<file path="config.mk">
export PLATFORM = sky130hd
export DESIGN_NAME = plbb_bridge
export DESIGN_NICKNAME = d
export VERILOG_FILES = /design/src/plbb_pkg.sv /design/src/plbb_bridge.sv
export VERILOG_INCLUDE_DIRS = /design/src
export SDC_FILE = /design/constraint.sdc
export NUM_CORES = 1
export LEC_CHECK = 0
export ABC_AREA = 1
export ABC_CLOCK_PERIOD_IN_PS = 16000
export BUFFER_PORTS_ARGS = -buffer_cell sky130_fd_sc_hd__buf_4
export CAP_MARGIN = 20
export CELL_PAD_IN_SITES_DETAIL_PLACEMENT = 2
export CELL_PAD_IN_SITES_GLOBAL_PLACEMENT = 2
export CORE_UTILIZATION = 32
export CTS_BUF_LIST = sky130_fd_sc_hd__clkbuf_8
export DETAILED_ROUTE_END_ITERATION = 12
export GPL_TIMING_DRIVEN = 0
export MAX_ROUTING_LAYER = met4
export PLACE_DENSITY = 0.94
export SETUP_SLACK_MARGIN = 0.5
export SYNTH_ARGS = -nofsm -noshare
export SYNTH_HDL_FRONTEND = slang
export SYNTH_SLANG_ARGS = --single-unit
</file>
<file path="constraint.sdc">
create_clock -name clk -period 16 [get_ports clk]
set_input_delay 3.2 -clock clk [delete_from_list [all_inputs] [get_ports clk]]
set_output_delay 3.2 -clock clk [all_outputs]
set_load 0.01 [all_outputs]
</file>
<file path="src/plbb_defines.svh">
// constants of the byte-lane bridge: offsets, masks, codes
`ifndef PLBB_DEFINES_SVH
`define PLBB_DEFINES_SVH

// configuration-space offsets of the window base registers and the small window setting
`define PLBB_OFF_CONTROL_BASE  12'h810
`define PLBB_OFF_LARGE_BASE    12'h814
`define PLBB_OFF_MAPPING_BASE  12'h818
`define PLBB_OFF_SMALL_BASE    12'h81C
`define PLBB_OFF_SMALL_SETTING 12'h820

// writable bits of each base register, then their reset value
`define PLBB_MASK_CONTROL      32'hFFFF_FE00
`define PLBB_MASK_LARGE        32'hE000_0000
`define PLBB_MASK_MAPPING      32'hFFFE_0000
`define PLBB_MASK_SMALL        32'hFC00_0000
`define PLBB_BASE_RESET        32'h0000_0000

// local transfer size codes
`define PLBB_SIZE_LONG         2'h0
`define PLBB_SIZE_BYTE         2'h1
`define PLBB_SIZE_WORD         2'h2
`define PLBB_SIZE_TRI          2'h3

// byte-enable patterns, active low, then low-address and zero-data values
`define PLBB_BE_NONE           4'hF
`define PLBB_BE_ALL            4'h0
`define PLBB_ADDR_LOW          2'h0
`define PLBB_ADDR_HALF         2'h2
`define PLBB_DATA_ZERO         32'h0000_0000
`define PLBB_HALF_ZERO         16'h0000

`endif

</file>
<file path="src/plbb_pkg.sv">
// types shared by the byte-lane bridge
package plbb_pkg;

  // swap selector of one mapping entry
  typedef struct packed {
    logic       qw_swap;    // quadword swap, block transfers only
    logic [1:0] mode;       // swap modes 0..3
  } plbb_swap_t;

  // outbound request from the pci target side
  typedef struct packed {
    logic [3:0]  be_n;
    plbb_swap_t  swap;
    logic        d64;
    logic [31:0] data;
  } plbb_ob_req_t;

  // translated local bus cycle
  typedef struct packed {
    logic [1:0]  local_low_address;
    logic [1:0]  transfer_size_code;
    logic        lower_lane;
    logic        qw_swap;
    logic [31:0] data;
  } plbb_lb_cyc_t;

  // inbound request driven by the local controller
  typedef struct packed {
    logic [1:0]  local_low_address;
    logic [1:0]  transfer_size_code;
    plbb_swap_t  swap;
    logic [31:0] data;
  } plbb_ib_req_t;

  // pci master access produced from an inbound cycle
  typedef struct packed {
    logic [3:0]  be_n;
    logic [31:0] data;
  } plbb_pci_acc_t;

  // outcome of an outbound request
  typedef enum logic [1:0] {
    PLBB_TRX_OK      = 2'b00,
    PLBB_TRX_NONE    = 2'b01,
    PLBB_TRX_ABORT   = 2'b10
  } plbb_trx_t;

endpackage

</file>
<file path="src/plbb_bridge.sv">
// byte-lane translation and window base logic of the pci-local bridge
// Overview of operation
// - three-bit selector: two mode bits, quadword swap
// - low-half words and bytes steered to lower lanes
// - d64 packs quadwords; only full quadwords allowed
// - byte access: size 01, index xor mode
// - two-byte access: size 10, address per mode
// - three-byte access: size 11, address per mode
// - abort when swapped bytes land non-contiguous
// - no cycle for empty or split pci enables
// - mark and route lower sixteen-line cycles
// - inbound longword and tribyte give pci enables
// - inbound two-byte enables per address and mode
// - inbound byte enable at address xor mode
// - inbound bytes, aligned words from low lines
// - issue non-contiguous inbound enables as they are
// - base registers only in configuration space
// - control window 512 bytes, bits 31:9 writable
// - large window 512 MB, bits 31:29 writable
// - small window 64 MB, bits 31:26 writable
// - mapping table window spans 128 KB
// - extra register reports small window setting
`timescale 1ns/100ps
`default_nettype none
`include "plbb_defines.svh"

module plbb_bridge
(
  // clock and reset
  input  wire logic                   clk,
  input  wire logic                   rst,
  // pci configuration access
  input  wire logic                   cfg_wr,
  input  wire logic                   cfg_rd,
  input  wire logic [11:0]            cfg_addr,
  input  wire logic [3:0]             cfg_be_n,
  input  wire logic [31:0]            cfg_wdata,
  output logic                        cfg_ack,
  output logic [31:0]                 cfg_rdata,
  // pci memory decode
  input  wire logic [31:0]            mem_addr,
  output logic                        hit_control,
  output logic                        hit_large,
  output logic                        hit_mapping,
  output logic                        hit_small,
  // strap giving the small window hardware setting
  input  wire logic [5:0]             small_window_strap,
  // outbound request and translated local cycle
  input  wire logic                   ob_req,
  input  wire plbb_pkg::plbb_ob_req_t ob_in,
  output logic                        lb_start,
  output plbb_pkg::plbb_lb_cyc_t      lb_cyc,
  output logic                        pci_abort,
  output logic                        pci_no_cycle,
  // inbound local cycle and pci master access
  input  wire logic                   ib_req,
  input  wire plbb_pkg::plbb_ib_req_t ib_in,
  output logic                        pci_start,
  output plbb_pkg::plbb_pci_acc_t     pci_acc
);

  // ****************************************************************
  // translation functions
  // ****************************************************************

  // pci enables are contiguous when the asserted bytes form one run
  function automatic logic be_contig(input logic [3:0] be_n);
    logic [3:0] a;
    logic       ok;
    a  = ~be_n;
    ok = 1'b1;
    for (int i = 1; i < 3; i++)
    begin
      if (a[i - 1] && !a[i] && ((a >> (i + 1)) != 4'h0))
        ok = 1'b0;
    end
    return ok;
  endfunction

  // map one pci byte index to its local lane by xor with the mode
  function automatic logic [3:0] lane_map(input logic [3:0] act,
                                          input logic [1:0] mode);
    logic [3:0] p;
    p = '0;
    for (int i = 0; i < 4; i++)
    begin
      if (act[i])
        p[2'(i) ^ mode] = 1'b1;
    end
    return p;
  endfunction

  // lower-lane cycles: bytes at 0 or 1, or the aligned low word
  function automatic logic is_lower(input logic [1:0] a,
                                    input logic [1:0] s);
    return ((s == `PLBB_SIZE_BYTE) && (a < `PLBB_ADDR_HALF)) ||
           ((s == `PLBB_SIZE_WORD) && (a == `PLBB_ADDR_LOW));
  endfunction

  // ****************************************************************
  // outbound translation
  // ****************************************************************

  logic [3:0] ob_lanes;
  logic [1:0] ob_addr;
  logic [1:0] ob_size;
  logic       ob_lane_ok;
  logic       ob_empty;
  logic       ob_split;
  logic       ob_d64_bad;
  logic [2:0] ob_cnt;

  // lanes after swap give address and size; swap is xor of index
  always_comb
  begin
    ob_lanes = lane_map(~ob_in.be_n, ob_in.swap.mode);
    ob_addr  = `PLBB_ADDR_LOW;
    ob_cnt   = '0;
    for (int i = 3; i >= 0; i--)
    begin
      if (ob_lanes[i])
      begin
        ob_addr = 2'(i);
        ob_cnt  = ob_cnt + 3'h1;
      end
    end
    ob_size    = ob_cnt[1:0];
    ob_lane_ok = be_contig(~ob_lanes);
  end

  // empty or split pci enables give no local cycle
  assign ob_empty   = (ob_in.be_n == `PLBB_BE_NONE);
  assign ob_split   = !be_contig(ob_in.be_n);
  // quadword mode accepts only whole longwords of a full quadword
  assign ob_d64_bad = ob_in.d64 &&
                      (ob_in.be_n != `PLBB_BE_ALL);

  // one result per request; a refused request never starts a cycle
  always_ff @(posedge clk or posedge rst)
  begin
    if (rst)
    begin
      lb_start     <= 1'b0;
      pci_abort    <= 1'b0;
      pci_no_cycle <= 1'b0;
    end
    else
    begin
      lb_start     <= ob_req && !ob_empty && !ob_split &&
                      ob_lane_ok && !ob_d64_bad;
      pci_no_cycle <= ob_req && (ob_empty || ob_split);
      pci_abort    <= ob_req && !ob_empty && !ob_split &&
                      (!ob_lane_ok || ob_d64_bad);
    end
  end

  // outbound data: lanes swapped, upper half moved to lower lines on lower-lane cycles
  logic [31:0] ob_swapped;
  logic [31:0] ob_data;

  always_comb
  begin
    ob_swapped = `PLBB_DATA_ZERO;
    for (int i = 0; i < 4; i++)
    begin
      ob_swapped[8 * (3 - (i ^ 32'(ob_in.swap.mode))) +: 8] =
        ob_in.data[8 * i +: 8];
    end
    // big-endian byte 0 sits on the top lane; lower-lane cycles
    // move the upper half down so the local controller sees D15:0
    if (is_lower(ob_addr, ob_size))
      ob_data = {`PLBB_HALF_ZERO, ob_swapped[31:16]};
    else
      ob_data = ob_swapped;
  end

  // translated cycle held until the next accepted request
  always_ff @(posedge clk or posedge rst)
  begin
    if (rst)
      lb_cyc <= '0;
    else if (ob_req && !ob_empty && !ob_split &&
             ob_lane_ok && !ob_d64_bad)
    begin
      lb_cyc.local_low_address  <= ob_addr;
      lb_cyc.transfer_size_code <= ob_size;
      lb_cyc.lower_lane <= is_lower(ob_addr, ob_size);
      lb_cyc.qw_swap    <= ob_in.swap.qw_swap &&
                           ob_in.d64;
      lb_cyc.data       <= ob_data;
    end
  end

  // ****************************************************************
  // inbound translation
  // ****************************************************************

  logic [3:0]  ib_vme;
  logic [3:0]  ib_be_n;
  logic [31:0] ib_data;

  // local lanes from address and size, then unswapped to pci
  always_comb
  begin
    ib_vme = '0;
    unique case (ib_in.transfer_size_code)
      `PLBB_SIZE_LONG: ib_vme = 4'hF;
      `PLBB_SIZE_BYTE: ib_vme = 4'h1 << ib_in.local_low_address;
      `PLBB_SIZE_WORD: ib_vme = 4'(4'h3 << ib_in.local_low_address);
      `PLBB_SIZE_TRI:  ib_vme = 4'(4'h7 << ib_in.local_low_address);
    endcase
    // split enables pass as translated, never aborted
    ib_be_n = ~lane_map(ib_vme, ib_in.swap.mode);
    // byte and aligned word data arrive on the low lines; copy
    // them to both halves so any enabled lane finds them
    if (is_lower(ib_in.local_low_address, ib_in.transfer_size_code) ||
        (ib_in.transfer_size_code == `PLBB_SIZE_BYTE) ||
        ((ib_in.transfer_size_code == `PLBB_SIZE_WORD) &&
         (ib_in.local_low_address == `PLBB_ADDR_HALF)))
      ib_data = {ib_in.data[15:0], ib_in.data[15:0]};
    else
      ib_data = ib_in.data;
  end

  // pci access issued one edge after the inbound request
  always_ff @(posedge clk or posedge rst)
  begin
    if (rst)
      pci_start <= 1'b0;
    else
      pci_start <= ib_req;
  end

  // access fields held until the next inbound request
  always_ff @(posedge clk or posedge rst)
  begin
    if (rst)
      pci_acc <= '{be_n: `PLBB_BE_NONE, data: `PLBB_DATA_ZERO};
    else if (ib_req)
    begin
      pci_acc.be_n <= ib_be_n;
      pci_acc.data <= ib_data;
    end
  end

  // ****************************************************************
  // window base registers
  // ****************************************************************

  logic [31:0] control_window_base_q;
  logic [31:0] large_window_base_q;
  logic [31:0] mapping_table_base_q;
  logic [31:0] small_window_base_q;
  logic [5:0]  small_setting_q;
  logic [31:0] cfg_bytes;

  // byte enables on the configuration write pick the lanes
  always_comb
  begin
    cfg_bytes = '0;
    for (int i = 0; i < 4; i++)
      cfg_bytes[8 * i +: 8] = {8{~cfg_be_n[i]}};
  end

  // masked merge keeps read-only bits at zero
  function automatic logic [31:0] merge(input logic [31:0] old_v,
                                        input logic [31:0] wd,
                                        input logic [31:0] en,
                                        input logic [31:0] wm);
    return ((old_v & ~en) | (wd & en)) & wm;
  endfunction

  // only configuration cycles reach these, never memory space
  always_ff @(posedge clk or posedge rst)
  begin
    if (rst)
    begin
      control_window_base_q <= `PLBB_BASE_RESET;
      large_window_base_q   <= `PLBB_BASE_RESET;
      mapping_table_base_q  <= `PLBB_BASE_RESET;
      small_window_base_q   <= `PLBB_BASE_RESET;
    end
    else if (cfg_wr)
    begin
      if (cfg_addr == `PLBB_OFF_CONTROL_BASE)
        control_window_base_q <= merge(control_window_base_q,
          cfg_wdata, cfg_bytes, `PLBB_MASK_CONTROL);
      if (cfg_addr == `PLBB_OFF_LARGE_BASE)
        large_window_base_q <= merge(large_window_base_q,
          cfg_wdata, cfg_bytes, `PLBB_MASK_LARGE);
      if (cfg_addr == `PLBB_OFF_MAPPING_BASE)
        mapping_table_base_q <= merge(mapping_table_base_q,
          cfg_wdata, cfg_bytes, `PLBB_MASK_MAPPING);
      if (cfg_addr == `PLBB_OFF_SMALL_BASE)
        small_window_base_q <= merge(small_window_base_q,
          cfg_wdata, cfg_bytes, `PLBB_MASK_SMALL);
    end
  end

  // strap caught by the clock after reset, not by the reset itself
  logic strap_taken_q;

  always_ff @(posedge clk or posedge rst)
  begin
    if (rst)
      strap_taken_q <= 1'b0;
    else
      strap_taken_q <= 1'b1;
  end

  always_ff @(posedge clk)
  begin
    if (!strap_taken_q)
      small_setting_q <= small_window_strap;
  end

  // registered read data; unmapped offsets read zero
  always_ff @(posedge clk or posedge rst)
  begin
    if (rst)
    begin
      cfg_ack   <= 1'b0;
      cfg_rdata <= `PLBB_DATA_ZERO;
    end
    else
    begin
      cfg_ack <= cfg_wr || cfg_rd;
      if (cfg_rd)
      begin
        unique case (cfg_addr)
          `PLBB_OFF_CONTROL_BASE:  cfg_rdata <= control_window_base_q;
          `PLBB_OFF_LARGE_BASE:    cfg_rdata <= large_window_base_q;
          `PLBB_OFF_MAPPING_BASE:  cfg_rdata <= mapping_table_base_q;
          `PLBB_OFF_SMALL_BASE:    cfg_rdata <= small_window_base_q;
          `PLBB_OFF_SMALL_SETTING:
            cfg_rdata <= {small_setting_q, 26'h0};
          default:                 cfg_rdata <= `PLBB_DATA_ZERO;
        endcase
      end
    end
  end

  // ****************************************************************
  // memory window decode
  // ****************************************************************

  // natural alignment: compare only the writable base bits; the
  // host keeps windows apart, so several hits are its fault
  assign hit_control = ((mem_addr & `PLBB_MASK_CONTROL) ==
                        control_window_base_q);
  assign hit_large   = ((mem_addr & `PLBB_MASK_LARGE) ==
                        large_window_base_q);
  assign hit_mapping = ((mem_addr & `PLBB_MASK_MAPPING) ==
                        mapping_table_base_q);
  assign hit_small   = ((mem_addr & `PLBB_MASK_SMALL) ==
                        small_window_base_q);

endmodule
`default_nettype wire

</file>
======== Word-level counts from Yosys, hierarchy flattened ========
Index checks and enable logic that the tools add are counted.
operators by class
  $add $sub $neg .......................... 11
  order comparisons ....................... 18
  equality and inequality tests ........... 16
  shift-type cells ........................ 11
  mux-type cells .......................... 43
  bitwise logic cells ..................... 31
  reductions and logical operators ........ 54
operators by type and width
  cell                     count
  $and 32x32->32           6
  $pmux 32 s5              1
  $neg 32->34              4
  $shift 8x34->32 const A  4
  $shiftx 8x34->32         4
  $or 32x32->32            4
  $bwmux 32                3
  $mux 32                  2
  $eq 12x12->1 const B     5
  $mux 4                   8
  $not 32->32              1
  $logic_and 1x1->1        29
  $lt 2x3->1 const B       8
  $or 4x4->4               6
  $eq 23x23->1             1
  $demux 1 s2              8
  $ge 2x1->1 const B       8
  $not 4->4                4
  $pmux 4 s4               1
  $eq 15x15->1             1
  $mux 2                   7
  $mux 1                   13
  $reduce_bool 4->1        3
  $sub 2x2->3 const A      4
  other kinds (17)         49
word-level totals
  flip-flop bits (word level) ............. 165
  input port bits ......................... 171
  output and inout bits ................... 115
  word-level logic and storage cells ...... 203

======== Depth between registers and ports, before layout ========
Gate-level depths: netlist of run 1.
  depth after elaboration ................. 22
  depth in mapped cells ................... 20
  depth with buffers taken out ............ 17

======== Worst setup path after synthesis of run 1 ========
OpenSTA, ideal clock, no wires.
  path type ............................... input to output
  start ................................... in mem_addr[19]
  end ..................................... out hit_mapping
  arrival ................................. 4.040 ns
  required time ........................... 12.800 ns
  slack ................................... 8.760 ns
  cell stages on the path ................. 4
  path buffers ............................ 0
  cell sequence ........................... xor2_1 -> nor4_1 -> nand4_1 -> nor4_1
on the way
  cells in the longest elaborated chain, start to end .. 1
RTL lines
  what             line                text
  start, declared  plbb_bridge.sv:41   input wire logic [31:0] mem_addr,
  $eq 15x15->1     plbb_bridge.sv:353  assign hit_mapping = ((mem_addr & `PLBB_MASK_MAPPING) ==
  end, declared    plbb_bridge.sv:44   output logic hit_mapping,
No other way between the ends.

======== Worst setup path after layout of run 1 ========
  start ................................... in mem_addr[18]
  end ..................................... out hit_control
on the way
  cells in the longest elaborated chain, start to end .. 1
RTL lines
  what           line                text
  $eq 23x23->1   plbb_bridge.sv:349  assign hit_control = ((mem_addr & `PLBB_MASK_CONTROL) ==
  end, declared  plbb_bridge.sv:42   output logic hit_control,
No other way between the ends.

==> results of run 1 <==
-- kinds of logic after synthesis --
| logic type | after synthesis |
|---|---|
| AND/OR/NAND/NOR | 501 |
| AO/OA/AOI/OAI | 231 |
| multiplexers | 22 |
| adder cells (fa/ha/maj) | 11 |
| buffers and inverters | 195 |
| XOR/XNOR | 39 |
| flip-flops | 156 |
| other | 2 |
-- power breakdown --
| group | internal, mW | leakage, nW | total [mW] | switching [mW] |
|---|---|---|---|---|
| clock | 0.144 | 0.205 | 0.322 | 0.178 |
| sequential | 0.434 | 1.97 | 0.463 | 0.0287 |
| combinational | 0.118 | 4.04 | 0.288 | 0.170 |
-- worst min-delay path by stage --
stage	startpoint	end	slack [ns]	cells after the start
floorplan	flop	flop	0.45	2
global placement	pci_acc[5]$_DFFE_PP0P_	pci_acc[5]$_DFFE_PP0P_	0.46	2
detailed placement	pci_acc[32]$_DFFE_PP1P_	pci_acc[32]$_DFFE_PP1P_	0.47	2
CTS	pci_acc[32]$_DFFE_PP1P_	pci_acc[32]$_DFFE_PP1P_	0.49	2
global route	pci_acc[34]$_DFFE_PP1P_	pci_acc[34]$_DFFE_PP1P_	0.50	2
finish	pci_acc[32]$_DFFE_PP1P_	pci_acc[32]$_DFFE_PP1P_	0.48	2
-- Yosys cell counts (5+ instances only) --
| cell type | n |
|---|---|
| or2_2 | 5 |
| ha_1 | 11 |
| a21oi_1 | 71 |
| inv_2 | 14 |
| a22o_1 | 8 |
| o21ai_1 | 19 |
| a22oi_1 | 15 |
| o32ai_1 | 7 |
| nand2_1 | 312 |
| edfxtp_1 | 6 |
| nand2_2 | 10 |
| o22ai_1 | 34 |
| xnor2_1 | 16 |
| nor4_1 | 5 |
| inv_1 | 129 |
| nor2_1 | 74 |
| nor3_1 | 5 |
| o21ai_0 | 58 |
| mux2i_1 | 17 |
| nand3_1 | 59 |
| mux2_2 | 5 |
| buf_2 | 14 |
| xor2_1 | 23 |
| buf_4 | 11 |
| o31ai_1 | 9 |
| nand4_1 | 8 |
| clkbuf_1 | 21 |
| o2111ai_1 | 5 |
| dfrtp_1 | 146 |
-- area by class of cell --
cell class / count / area (µm²)
Sequential cell: 156 / 3940
Tap cell: 378 / 473
Fill cell: 3300 / 15900
Multi-Input combinational cell: 814 / 4320
Timing Repair Buffer: 256 / 1940
Clock buffer: 17 / 234
Inverter: 144 / 546
Antenna cell: 1 / 2.50
Clock inverter: 15 / 174
Buffer: 51 / 265
-- per-layer routing --
layer	vias up	GRT usage, %	part of all wire [%]
met5	-	-	0
met4	0	11.6	3.5
met3	85	3.53	3.7
met2	294	49.3	50
met1	4804	34.0	42
li1	4341	-	-
-- critical path: cells and delay by family --
family,cells,cell delay (ns)
xor gates and xnor gates,1,0.15
buffers and inverters,2,0.29
and+or+nand+nor,3,1.04
-- cell usage in the layout (no fill, tap or decap), types with 4 or more instances in the layout --
cell | Yosys | routed
inv_1 | 129 | 129
xor2_1 | 23 | 23
ha_1 | 11 | 11
clkbuf_1 | 21 | 21
a22oi_1 | 15 | 15
o22ai_1 | 34 | 34
nand3_2 | 4 | 4
o21ai_1 | 19 | 19
nand4_1 | 8 | 8
or2_2 | 5 | 5
mux2i_1 | 17 | 17
o21ai_0 | 58 | 58
clkbuf_8 | 0 | 17
dfrtp_1 | 146 | 146
o31ai_1 | 9 | 9
nand2_2 | 10 | 10
nor3_1 | 5 | 5
o32ai_1 | 7 | 7
nand2_1 | 312 | 312
inv_6 | 0 | 6
nor2_1 | 74 | 74
buf_2 | 14 | 14
buf_4 | 11 | 266
dfstp_2 | 4 | 4
conb_1 | 2 | 10
mux2_2 | 5 | 5
o2111ai_1 | 5 | 5
xnor2_1 | 16 | 16
nand3_1 | 59 | 59
nor4_1 | 5 | 5
a21oi_1 | 71 | 71
inv_2 | 14 | 14
edfxtp_1 | 6 | 6
a22o_1 | 8 | 8
-- metrics by stage --
stage	area, µm²	instances	power, mW	hold WS [ns]
2_1_floorplan	9060	1165	0.597	0.454
3_3_place_gp	11400	1798	0.738	0.456
3_5_place_dp	11500	1799	0.754	0.469
4_1_cts	11900	1831	1.08	0.490
5_1_grt	11900	1831	1.12	0.500
6_report	11900	1832	1.07	0.483
==> results.sh, run 1 <==
export IMPL_finalHoldViolCount=0
export IMPL_start_util_pct=32.5
export IMPL_yosys_area_top_type="dfrtp_1"
export IMPL_r2r_slack_ns=14.89
export IMPL_ys_seq_area_share_pct=43.6
export IMPL_clock_sinks=156
export IMPL_dpl_hpwl_um=31200
export IMPL_synth_top_family_by_area="simple AND/OR/NAND/NOR gates"
export IMPL_cp_arrival_ns=4.70
export IMPL_drv_slew=0
export IMPL_rows=61
export IMPL_synth_area_leaders="dfrtp_1, nand2_1, inv_1, a21oi_1, nand3_1"
export IMPL_worstSetupPathType="input pin to primary output"
export IMPL_critPathCaptureType="primary output"
export IMPL_crit_top_cell="buf_4"
export IMPL_core_area_um2=27800
export IMPL_avgViaCountPerCell=5.20
export IMPL_synth_warnings=0
export IMPL_reg2reg_to="cfg_rdata[25]$_DFFE_PP0P_"
export IMPL_synth_top_area_share_pct=40.5
export IMPL_dieHeight_um=170
export IMPL_area_delta_synth_final_pct=31.7
export IMPL_clk_pin_slew_ns=0.11
export IMPL_post_cts_repair_setup_buffers=0
export IMPL_grt_pass1_vias=10600
export IMPL_grt_max_degree=84
export IMPL_ys_seq_elements=156
export IMPL_leakage_nw=6.22
export IMPL_cp_endpoint="hit_control"
export IMPL_synth_cell_types=50
export IMPL_slowest_stage="nor4_1"
export IMPL_hp_class="flop to flop"
export IMPL_drtPass1Iterations=5
export IMPL_drt_iter0_markers=543
export IMPL_post_place_ws_ns=8.19
export IMPL_io_pins=286
export IMPL_async_flop_share_pct=96.2
export IMPL_timing_critical_path_from="mem_addr[18]"
export IMPL_layout_drive_gt1_share_pct=25.8
export IMPL_cts_path_max_buffers=2
export IMPL_cts_tree="done"
export IMPL_synth_compound_area_share_pct=14.9
export IMPL_htreeDepth=4
export IMPL_synthAdderAreaFrac_pct=1.52
export IMPL_grt_total_usage_pct=28.7
export IMPL_clock_latency_ns=0.48
export IMPL_finalCritPeriodShare_pct=49.3
export IMPL_irDropWorstVdd_uv=59.3
export IMPL_cts_root_buf="clkbuf_8"
export IMPL_finalSetupViolations=0
export IMPL_yosys_area_share_simple_pct=24.6
export IMPL_synthMuxAreaShare_pct=2.51
export IMPL_netlist_area_um2=9030
export IMPL_postRouteAntennaNets=0
export IMPL_numCtsBuffers=17
export IMPL_die_area_um2=28900
export IMPL_powerDensity_nw_per_um2=90.2
export IMPL_io_buffers=255
export IMPL_synthFlopType="dfrtp_1"
export IMPL_fin_setup_tns_ns=0
export IMPL_grt_first_pass_wirelength_um=61200
export IMPL_ctsHoldBuffers=0
export IMPL_tightest_slew_ns=0.832
export IMPL_synth_avg_cell_area_um2=7.81
export IMPL_maxSlewHeadroom_pct=44.2
export IMPL_worst_ep_required_time_ns=12.80
export IMPL_netlist_instances=1157
export IMPL_fin_ws_ns=8.10
export IMPL_drv_cap=0
export IMPL_reg2reg_depth=4
export IMPL_rsz0062_at_grt="false"
export IMPL_place_congestion=0.952
export IMPL_route_detailed_wl_per_inst_um=21.9
export IMPL_max_stage_delay_ns=0.56
export IMPL_fin_skew_ns=0.0219
export IMPL_period_needed_ns=7.90
export IMPL_drc=0
export IMPL_fin_nets=1622
export IMPL_wirelength_um=40100
export IMPL_gr_total_overflow=0
export IMPL_vias=9524
export IMPL_cp_cell_sequence="buf_4, xor2_1, nor4_1, nand4_1, nor2_1, buf_4"
export IMPL_cts_resized=0
export IMPL_path_max_fanout=2
export IMPL_fin_util_pct=42.8
export IMPL_outcome="finished, final reports clean"
export IMPL_die_w_um=170
export IMPL_fmax_mhz=127
export IMPL_grt_antenna_before_repair=0
export IMPL_startpoint_type="input pin"
export IMPL_synth_xor_xnor_area_share_pct=3.78
export IMPL_synth_edff_count=6
(Power assumes the default switching activity.)
==> run 2, diff against run 1 <==
--- a/config.mk
+++ b/config.mk
@@ -7,17 +7,17 @@
 export NUM_CORES = 1
 export LEC_CHECK = 0
 export ABC_AREA = 1
-export ABC_CLOCK_PERIOD_IN_PS = 16000
+export ABC_CLOCK_PERIOD_IN_PS = 7650
 export BUFFER_PORTS_ARGS = -buffer_cell sky130_fd_sc_hd__buf_4
 export CAP_MARGIN = 20
 export CELL_PAD_IN_SITES_DETAIL_PLACEMENT = 2
 export CELL_PAD_IN_SITES_GLOBAL_PLACEMENT = 2
-export CORE_UTILIZATION = 32
+export CORE_UTILIZATION = 29
 export CTS_BUF_LIST = sky130_fd_sc_hd__clkbuf_8
 export DETAILED_ROUTE_END_ITERATION = 12
 export GPL_TIMING_DRIVEN = 0
 export MAX_ROUTING_LAYER = met4
-export PLACE_DENSITY = 0.94
+export PLACE_DENSITY = 0.86
 export SETUP_SLACK_MARGIN = 0.5
 export SYNTH_ARGS = -nofsm -noshare
 export SYNTH_HDL_FRONTEND = slang
==> constraint.sdc (replaced) <==
create_clock -name clk -period 7.65 [get_ports clk]
set_input_delay 1.53 -clock clk [delete_from_list [all_inputs] [get_ports clk]]
set_output_delay 1.53 -clock clk [all_outputs]
set_load 0.01 [all_outputs]
==> run 2 against run 1 <==
Flip-flop and latch count stayed put. Via count is 1.4% lower. Sequential power is 110% higher. Largest cell class unchanged. Die area is 10% higher. Combinational power is 100% higher. First-iteration DRC count is 25% lower. Worst setup slack worse by 5.1 ns. Final cell count is 0.93% higher. Design area hardly changed.
==> results.sh, run 2 (synthesis gave the netlist of run 1 again) <==
export IMPL_worst_path_buf_inv=2
export IMPL_finalHoldViolCount=0
export IMPL_busiest_layer="met2"
export IMPL_slowest_stage="nor4_1"
export IMPL_worst_ep_required_time_ns=6.12
export IMPL_holdWs_ns=0.482
export IMPL_gr_total_overflow=0
export IMPL_cts_tree="done"
export IMPL_tightest_slew_ns=0.921
export IMPL_cts_resized=0
export IMPL_irDropWorstVdd_uv=106
export IMPL_htreeDepth=4
export IMPL_clock_sinks=156
export IMPL_avgViaCountPerCell=5.08
export IMPL_die_w_um=178
export IMPL_rsz0062_at_grt="false"
export IMPL_ctsHoldBuffers=0
export IMPL_powerDensity_nw_per_um2=185
export IMPL_die_area_um2=31900
export IMPL_grt_total_usage_pct=25.3
export IMPL_fin_skew_ns=0.0149
export IMPL_cts_root_buf="clkbuf_8"
export IMPL_maxSlewHeadroom_pct=38.3
export IMPL_post_place_ws_ns=2.96
export IMPL_outcome="finished, final reports clean"
export IMPL_core_area_um2=30600
export IMPL_critPathCaptureType="primary output"
export IMPL_cp_arrival_ns=3.13
export IMPL_grt_pass1_vias=10500
export IMPL_wirelength_um=39100
export IMPL_postLayoutCellArea_um2=11900
export IMPL_path_max_fanout=2
export IMPL_grt_antenna_before_repair=0
export IMPL_fin_ws_ns=2.99
export IMPL_use_met3_pct=4.80
export IMPL_io_pins=286
export IMPL_clk_pin_slew_ns=0.11
export IMPL_max_stage_delay_ns=0.45
export IMPL_fin_nets=1622
export IMPL_drtPass1Iterations=5
export IMPL_vias=9392
export IMPL_fin_setup_tns_ns=0
export IMPL_numCtsBuffers=17
export IMPL_grt_first_pass_wirelength_um=59000
export IMPL_worstSetupPathType="input pin to primary output"
export IMPL_grt_max_degree=92
export IMPL_diodes=0
export IMPL_grt_util_met1_pct=30.1
export IMPL_area_delta_synth_final_pct=31.7
export IMPL_rows=64
export IMPL_leakage_nw=6.22
export IMPL_startpoint_type="input pin"
export IMPL_layout_common_cells="nand2_1, buf_4, dfrtp_1"
export IMPL_dieHeight_um=178
export IMPL_route_detailed_wl_per_inst_um=21.1
export IMPL_grt_met2_usage_pct=42.0
export IMPL_postRouteAntennaNets=0
export IMPL_dpl_cell_area_um2=11500
export IMPL_fmax_mhz=214
export IMPL_hp_class="flop to flop"
export IMPL_layout_drive_gt1_share_pct=25.8
export IMPL_cp_top_family="simple AND/OR/NAND/NOR gates"
export IMPL_place_congestion=0.919
export IMPL_period_needed_ns=4.66
export IMPL_drv_slew=0
export IMPL_finalCritPeriodShare_pct=60.9
export IMPL_start_util_pct=29.5
export IMPL_io_buffers=255
export IMPL_dpl_hpwl_um=30800
export IMPL_layout_cells_non_filler=1849
export IMPL_finalSetupViolations=0
export IMPL_clock_latency_ns=0.47
export IMPL_layout_commonest_cell="nand2_1"
export IMPL_cp_cell_sequence="buf_4, xnor2_1, nand4_1, nor4_1, nand4_1, nor2_1, buf_4"
export IMPL_cts_path_max_buffers=2
export IMPL_post_cts_repair_setup_buffers=0
export IMPL_drc=0
export IMPL_nFillCells=3595
export IMPL_drt_iter0_markers=405
export IMPL_drv_cap=0
export IMPL_dp_cells=1817
run 2: cell types whose count changed in the layout (fill, tap and decap cells not counted), sizes merged:
| cell | before | now |
|---|---|---|
| bufinv | 2 | 1 |
| clkinv | 3 | 5 |
| clkinvlp | 2 | 0 |
| diode | 1 | 0 |
| inv | 152 | 153 |
run 2: final cells by class:
type | count | area [µm²] | area share [%]
repair buffers | 256 | 1940 | 16.3
multi-input cells | 814 | 4320 | 36.3
inverters | 144 | 548 | 4.61
clock inverters | 15 | 154 | 1.29
clock buffers | 17 | 234 | 1.97
flip-flops and latches | 156 | 3940 | 33.1
plain buffers | 51 | 265 | 2.23
well taps | 396 | 495 | 4.17
run 2: worst reg2reg max path: stages, from the launching register on:
cell,delay (ns)
dfrtp_1,0.40
inv_1,0.11
o2bb2ai_1,0.10
nor2_1,0.22
a21oi_1,0.09
run 2: power breakdown:
part           leakage [nW]  switching (mW)  internal (mW)
Clock                 0.205           0.367          0.271
Sequential             1.97          0.0635          0.909
Combinational          4.05           0.344          0.246
run 2: through the flow:
stage	util, %	total power [mW]
after floorplan	-	1.25
after global placement	37.5	1.55
after detailed placement	37.6	1.58
after CTS	38.9	2.22
after global routing	38.9	2.31
final	38.9	2.20
run 2: worst paths after layout:
check                                              from                        end  slack [ns]  cells after the start
worst max-delay path                       mem_addr[20]                hit_control        2.99                      7
worst min-delay path            pci_acc[35]$_DFFE_PP1P_    pci_acc[35]$_DFFE_PP1P_        0.48                      2
worst max register to register                     flop  cfg_rdata[30]$_DFFE_PP0P_        6.61                      4
worst min register to register  pci_acc[35]$_DFFE_PP1P_    pci_acc[35]$_DFFE_PP1P_        0.48                      2
min in group asynchronous                           rst    pci_acc[17]$_DFFE_PP0P_        1.07                      2
max in group asynchronous                           rst  cfg_rdata[10]$_DFFE_PP0P_        5.72                      3
run 2: per-layer routing:
layer	vias to the layer above	part of all wire, %
met1	4710	42
met3	77	5.2
met5	-	0
met4	0	3.5
li1	4329	-
met2	276	49
==> run 3, diff against run 2 <==
--- a/config.mk
+++ b/config.mk
@@ -6,8 +6,8 @@
 export SDC_FILE = /design/constraint.sdc
 export NUM_CORES = 1
 export LEC_CHECK = 0
-export ABC_AREA = 1
-export ABC_CLOCK_PERIOD_IN_PS = 7650
+export ABC_AREA = 0
+export ABC_CLOCK_PERIOD_IN_PS = 4200
 export BUFFER_PORTS_ARGS = -buffer_cell sky130_fd_sc_hd__buf_4
 export CAP_MARGIN = 20
 export CELL_PAD_IN_SITES_DETAIL_PLACEMENT = 2
@@ -17,7 +17,7 @@
 export DETAILED_ROUTE_END_ITERATION = 12
 export GPL_TIMING_DRIVEN = 0
 export MAX_ROUTING_LAYER = met4
-export PLACE_DENSITY = 0.86
+export PLACE_DENSITY = 0.84
 export SETUP_SLACK_MARGIN = 0.5
 export SYNTH_ARGS = -nofsm -noshare
 export SYNTH_HDL_FRONTEND = slang
==> constraint.sdc (replaced) <==
create_clock -name clk -period 4.2 [get_ports clk]
set_input_delay 0.84 -clock clk [delete_from_list [all_inputs] [get_ports clk]]
set_output_delay 0.84 -clock clk [all_outputs]
set_load 0.01 [all_outputs]
==> run 3 against run 2 <==
Final cell count fell by 21%. Register-to-register slack got worse by 3.8 ns. Sequential power rose by 74%. Non-clock buffer count rose by 8. Combinational power rose by 45%. Synthesized cell count fell by 32%. Critical path depth rose by 6. Die area fell by 5.9%. Clock skew rose by 0.0074 ns. Largest cell class unchanged. Flip-flop and latch count did not move. Clock power rose by 79%.
==> results.sh, run 3 <==
export IMPL_holdWs_ns=0.430
export IMPL_fin_skew_ns=0.0223
export IMPL_worst_ep_required_time_ns=4.55
export IMPL_area_delta_synth_final_pct=33.7
export IMPL_core_area_um2=28800
export IMPL_synth_most_common_cell="dfrtp_1"
export IMPL_route_detailed_wl_per_inst_um=20.5
export IMPL_fin_setup_tns_ns=0
export IMPL_ctsHoldBuffers=0
export IMPL_netlist_instances=792
export IMPL_grt_antenna_before_repair=0
export IMPL_clock_latency_ns=0.45
export IMPL_maxSlewHeadroom_pct=39.8
export IMPL_rows=62
export IMPL_die_area_um2=30000
export IMPL_synth_top_family_by_area="compound AO/OA/AOI/OAI gates"
export IMPL_ys_seq_area_share_pct=46.4
export IMPL_synth_cell_types=63
export IMPL_dieHeight_um=173
export IMPL_postRouteAntennaNets=0
export IMPL_diodes=0
export IMPL_netlist_area_um2=8500
export IMPL_leakage_nw=5.20
export IMPL_dpl_cell_area_um2=11000
export IMPL_grt_pass1_vias=8191
export IMPL_drtPass1Iterations=5
export IMPL_finalCritPeriodShare_pct=82.1
export IMPL_cts_root_buf="clkbuf_8"
export IMPL_worstSetupPathType="input pin to flop"
export IMPL_wirelength_um=30100
export IMPL_finalHoldViolCount=0
export IMPL_synth_avg_cell_area_um2=10.7
export IMPL_ys_seq_elements=156
export IMPL_cts_path_max_buffers=2
export IMPL_clock_sinks=156
export IMPL_grt_max_degree=43
export IMPL_grt_first_pass_wirelength_um=48000
export IMPL_dpl_hpwl_um=24000
export IMPL_synth_xor_xnor_area_share_pct=5.57
export IMPL_layout_common_cells="buf_4, dfrtp_1, mux2_2"
export IMPL_synth_top_area_share_pct=43.0
export IMPL_yosys_area_top_type="dfrtp_1"
export IMPL_r2r_slack_ns=2.83
export IMPL_path_max_fanout=10
export IMPL_powerDensity_nw_per_um2=324
export IMPL_clk_pin_slew_ns=0.10
export IMPL_synthAdderAreaFrac_pct=1.62
export IMPL_period_needed_ns=3.45
export IMPL_tightest_slew_ns=0.896
export IMPL_htreeDepth=4
export IMPL_startpoint_type="input pin"
export IMPL_rsz0062_at_grt="false"
export IMPL_synth_compound_area_share_pct=17.5
export IMPL_drc=0
export IMPL_synthMuxAreaShare_pct=12.7
export IMPL_cts_tree="done"
export IMPL_start_util_pct=29.5
export IMPL_synth_edff_count=6
export IMPL_async_flop_share_pct=96.2
export IMPL_finalSetupViolations=0
export IMPL_gr_total_overflow=0
export IMPL_fin_nets=1254
export IMPL_yosys_area_share_simple_pct=10.5
export IMPL_layout_drive_gt1_share_pct=37.5
export IMPL_hp_class="input pin to asynchronous set/reset pin"
export IMPL_synth_warnings=0
export IMPL_cp_arrival_ns=3.79
export IMPL_place_congestion=0.870
export IMPL_reg2reg_depth=4
export IMPL_fmax_mhz=290
export IMPL_numCtsBuffers=17
export IMPL_synthFlopType="dfrtp_1"
export IMPL_io_pins=286
export IMPL_vias=7442
export IMPL_layout_commonest_cell="buf_4"
export IMPL_irDropWorstVdd_uv=159
export IMPL_postLayoutCellArea_um2=11400
export IMPL_drv_cap=0
export IMPL_drv_slew=0
export IMPL_die_w_um=173
export IMPL_avgViaCountPerCell=5.07
export IMPL_yosys_top_cells_count="dfrtp_1, mux2_2, nand2_1"
export IMPL_critPathCaptureType="flop"
export IMPL_io_buffers=247
export IMPL_grt_total_usage_pct=21.1
export IMPL_drt_iter0_markers=413
export IMPL_outcome="finished, final reports clean"
export IMPL_synth_area_leaders="dfrtp_1, mux2_2, mux2i_1, xnor2_1, a22oi_1"
run 3: changes by cell type in the layout (fill, tap and decap cells not counted), sizes merged, moves of 20 or more:
cell    previous run  this run
a21oi             71        27
a222oi             0        22
inv              153        41
mux2               5        68
nand2            325        52
nand3             65        10
nor2              80        36
o21ai             77        50
o22ai             34        14
run 3: layout make-up:
type,count,area [µm²]
Buffer,62,353
Clock buffer,17,234
Clock inverter,15,155
Fill cell,3141,17400
Inverter,34,131
Multi-Input combinational cell,548,4120
Sequential cell,156,3940
Tap cell,384,480
Timing Repair Buffer,253,1950
run 3: path summary, 6_finish.rpt:
path,startpoint,endpoint
max,ob_in[33],lb_cyc[8]$_DFFE_PP0P_
min reg2reg,lb_cyc[36]$_DFFE_PP0P_,lb_cyc[36]$_DFFE_PP0P_
max in group asynchronous,rst,cfg_rdata[25]$_DFFE_PP0P_
min,rst,pci_acc[17]$_DFFE_PP0P_
min in group clk,lb_cyc[36]$_DFFE_PP0P_,lb_cyc[36]$_DFFE_PP0P_
max reg2reg,flop,cfg_rdata[31]$_DFFE_PP0P_
run 3: power by group:
group          switching (mW)  internal [mW]
combinational           0.446          0.407
sequential             0.0671           1.62
clock                   0.649          0.492
run 3: layer usage:
metal / routed length (µm) / vias up / part of all wire (%) / GRT usage [%]
met5: 0 / - / 0 / -
met3: 1190 / 29 / 3.9 / 3.14
met2: 15600 / 224 / 52 / 36.4
met4: 562 / 0 / 1.9 / 5.86
met1: 12800 / 3737 / 42 / 25.5
li1: - / 3452 / - / -
run 3: cell families (layout without fill, tap and decap cells):
family	Yosys count	count (layout)
multiplexers	99	99
AO/OA/AOI/OAI	206	206
buffers and inverters	96	381
adder cells (fa/ha/maj)	11	11
other	2	10
XOR/XNOR	54	54
flip-flops	156	156
AND/OR/NAND/NOR	168	168
run 3: repair_timing:
item | CTS | global route
setup endpoints to repair | 0 | 5
gates resized for setup | 0 | 2
setup buffers | 0 | 0
run 3: metrics by stage:
stage	power [mW]	worst slack (ns)	instances	utilization, %
floorplan	2.12	0.813	800	-
global placement	2.54	0.230	1431	37.8
detailed placement	2.59	0.0976	1436	38.1
CTS	3.75	0.581	1468	39.4
global route	3.88	0.564	1469	39.5
finish	3.68	0.752	1469	39.5
run 3: worst max-delay path, stage by stage:
cell and delay [ns]:
buf_4 0.13, buf_2 0.17, inv_1 0.16, ha_2 0.29
inv_1 0.10, o2111ai_2 0.27, ha_1 0.31, nand2b_1 0.16
o21ai_0 0.33, a211o_1 0.25, clkbuf_1 0.41, a21oi_1 0.14
a22o_1 0.22
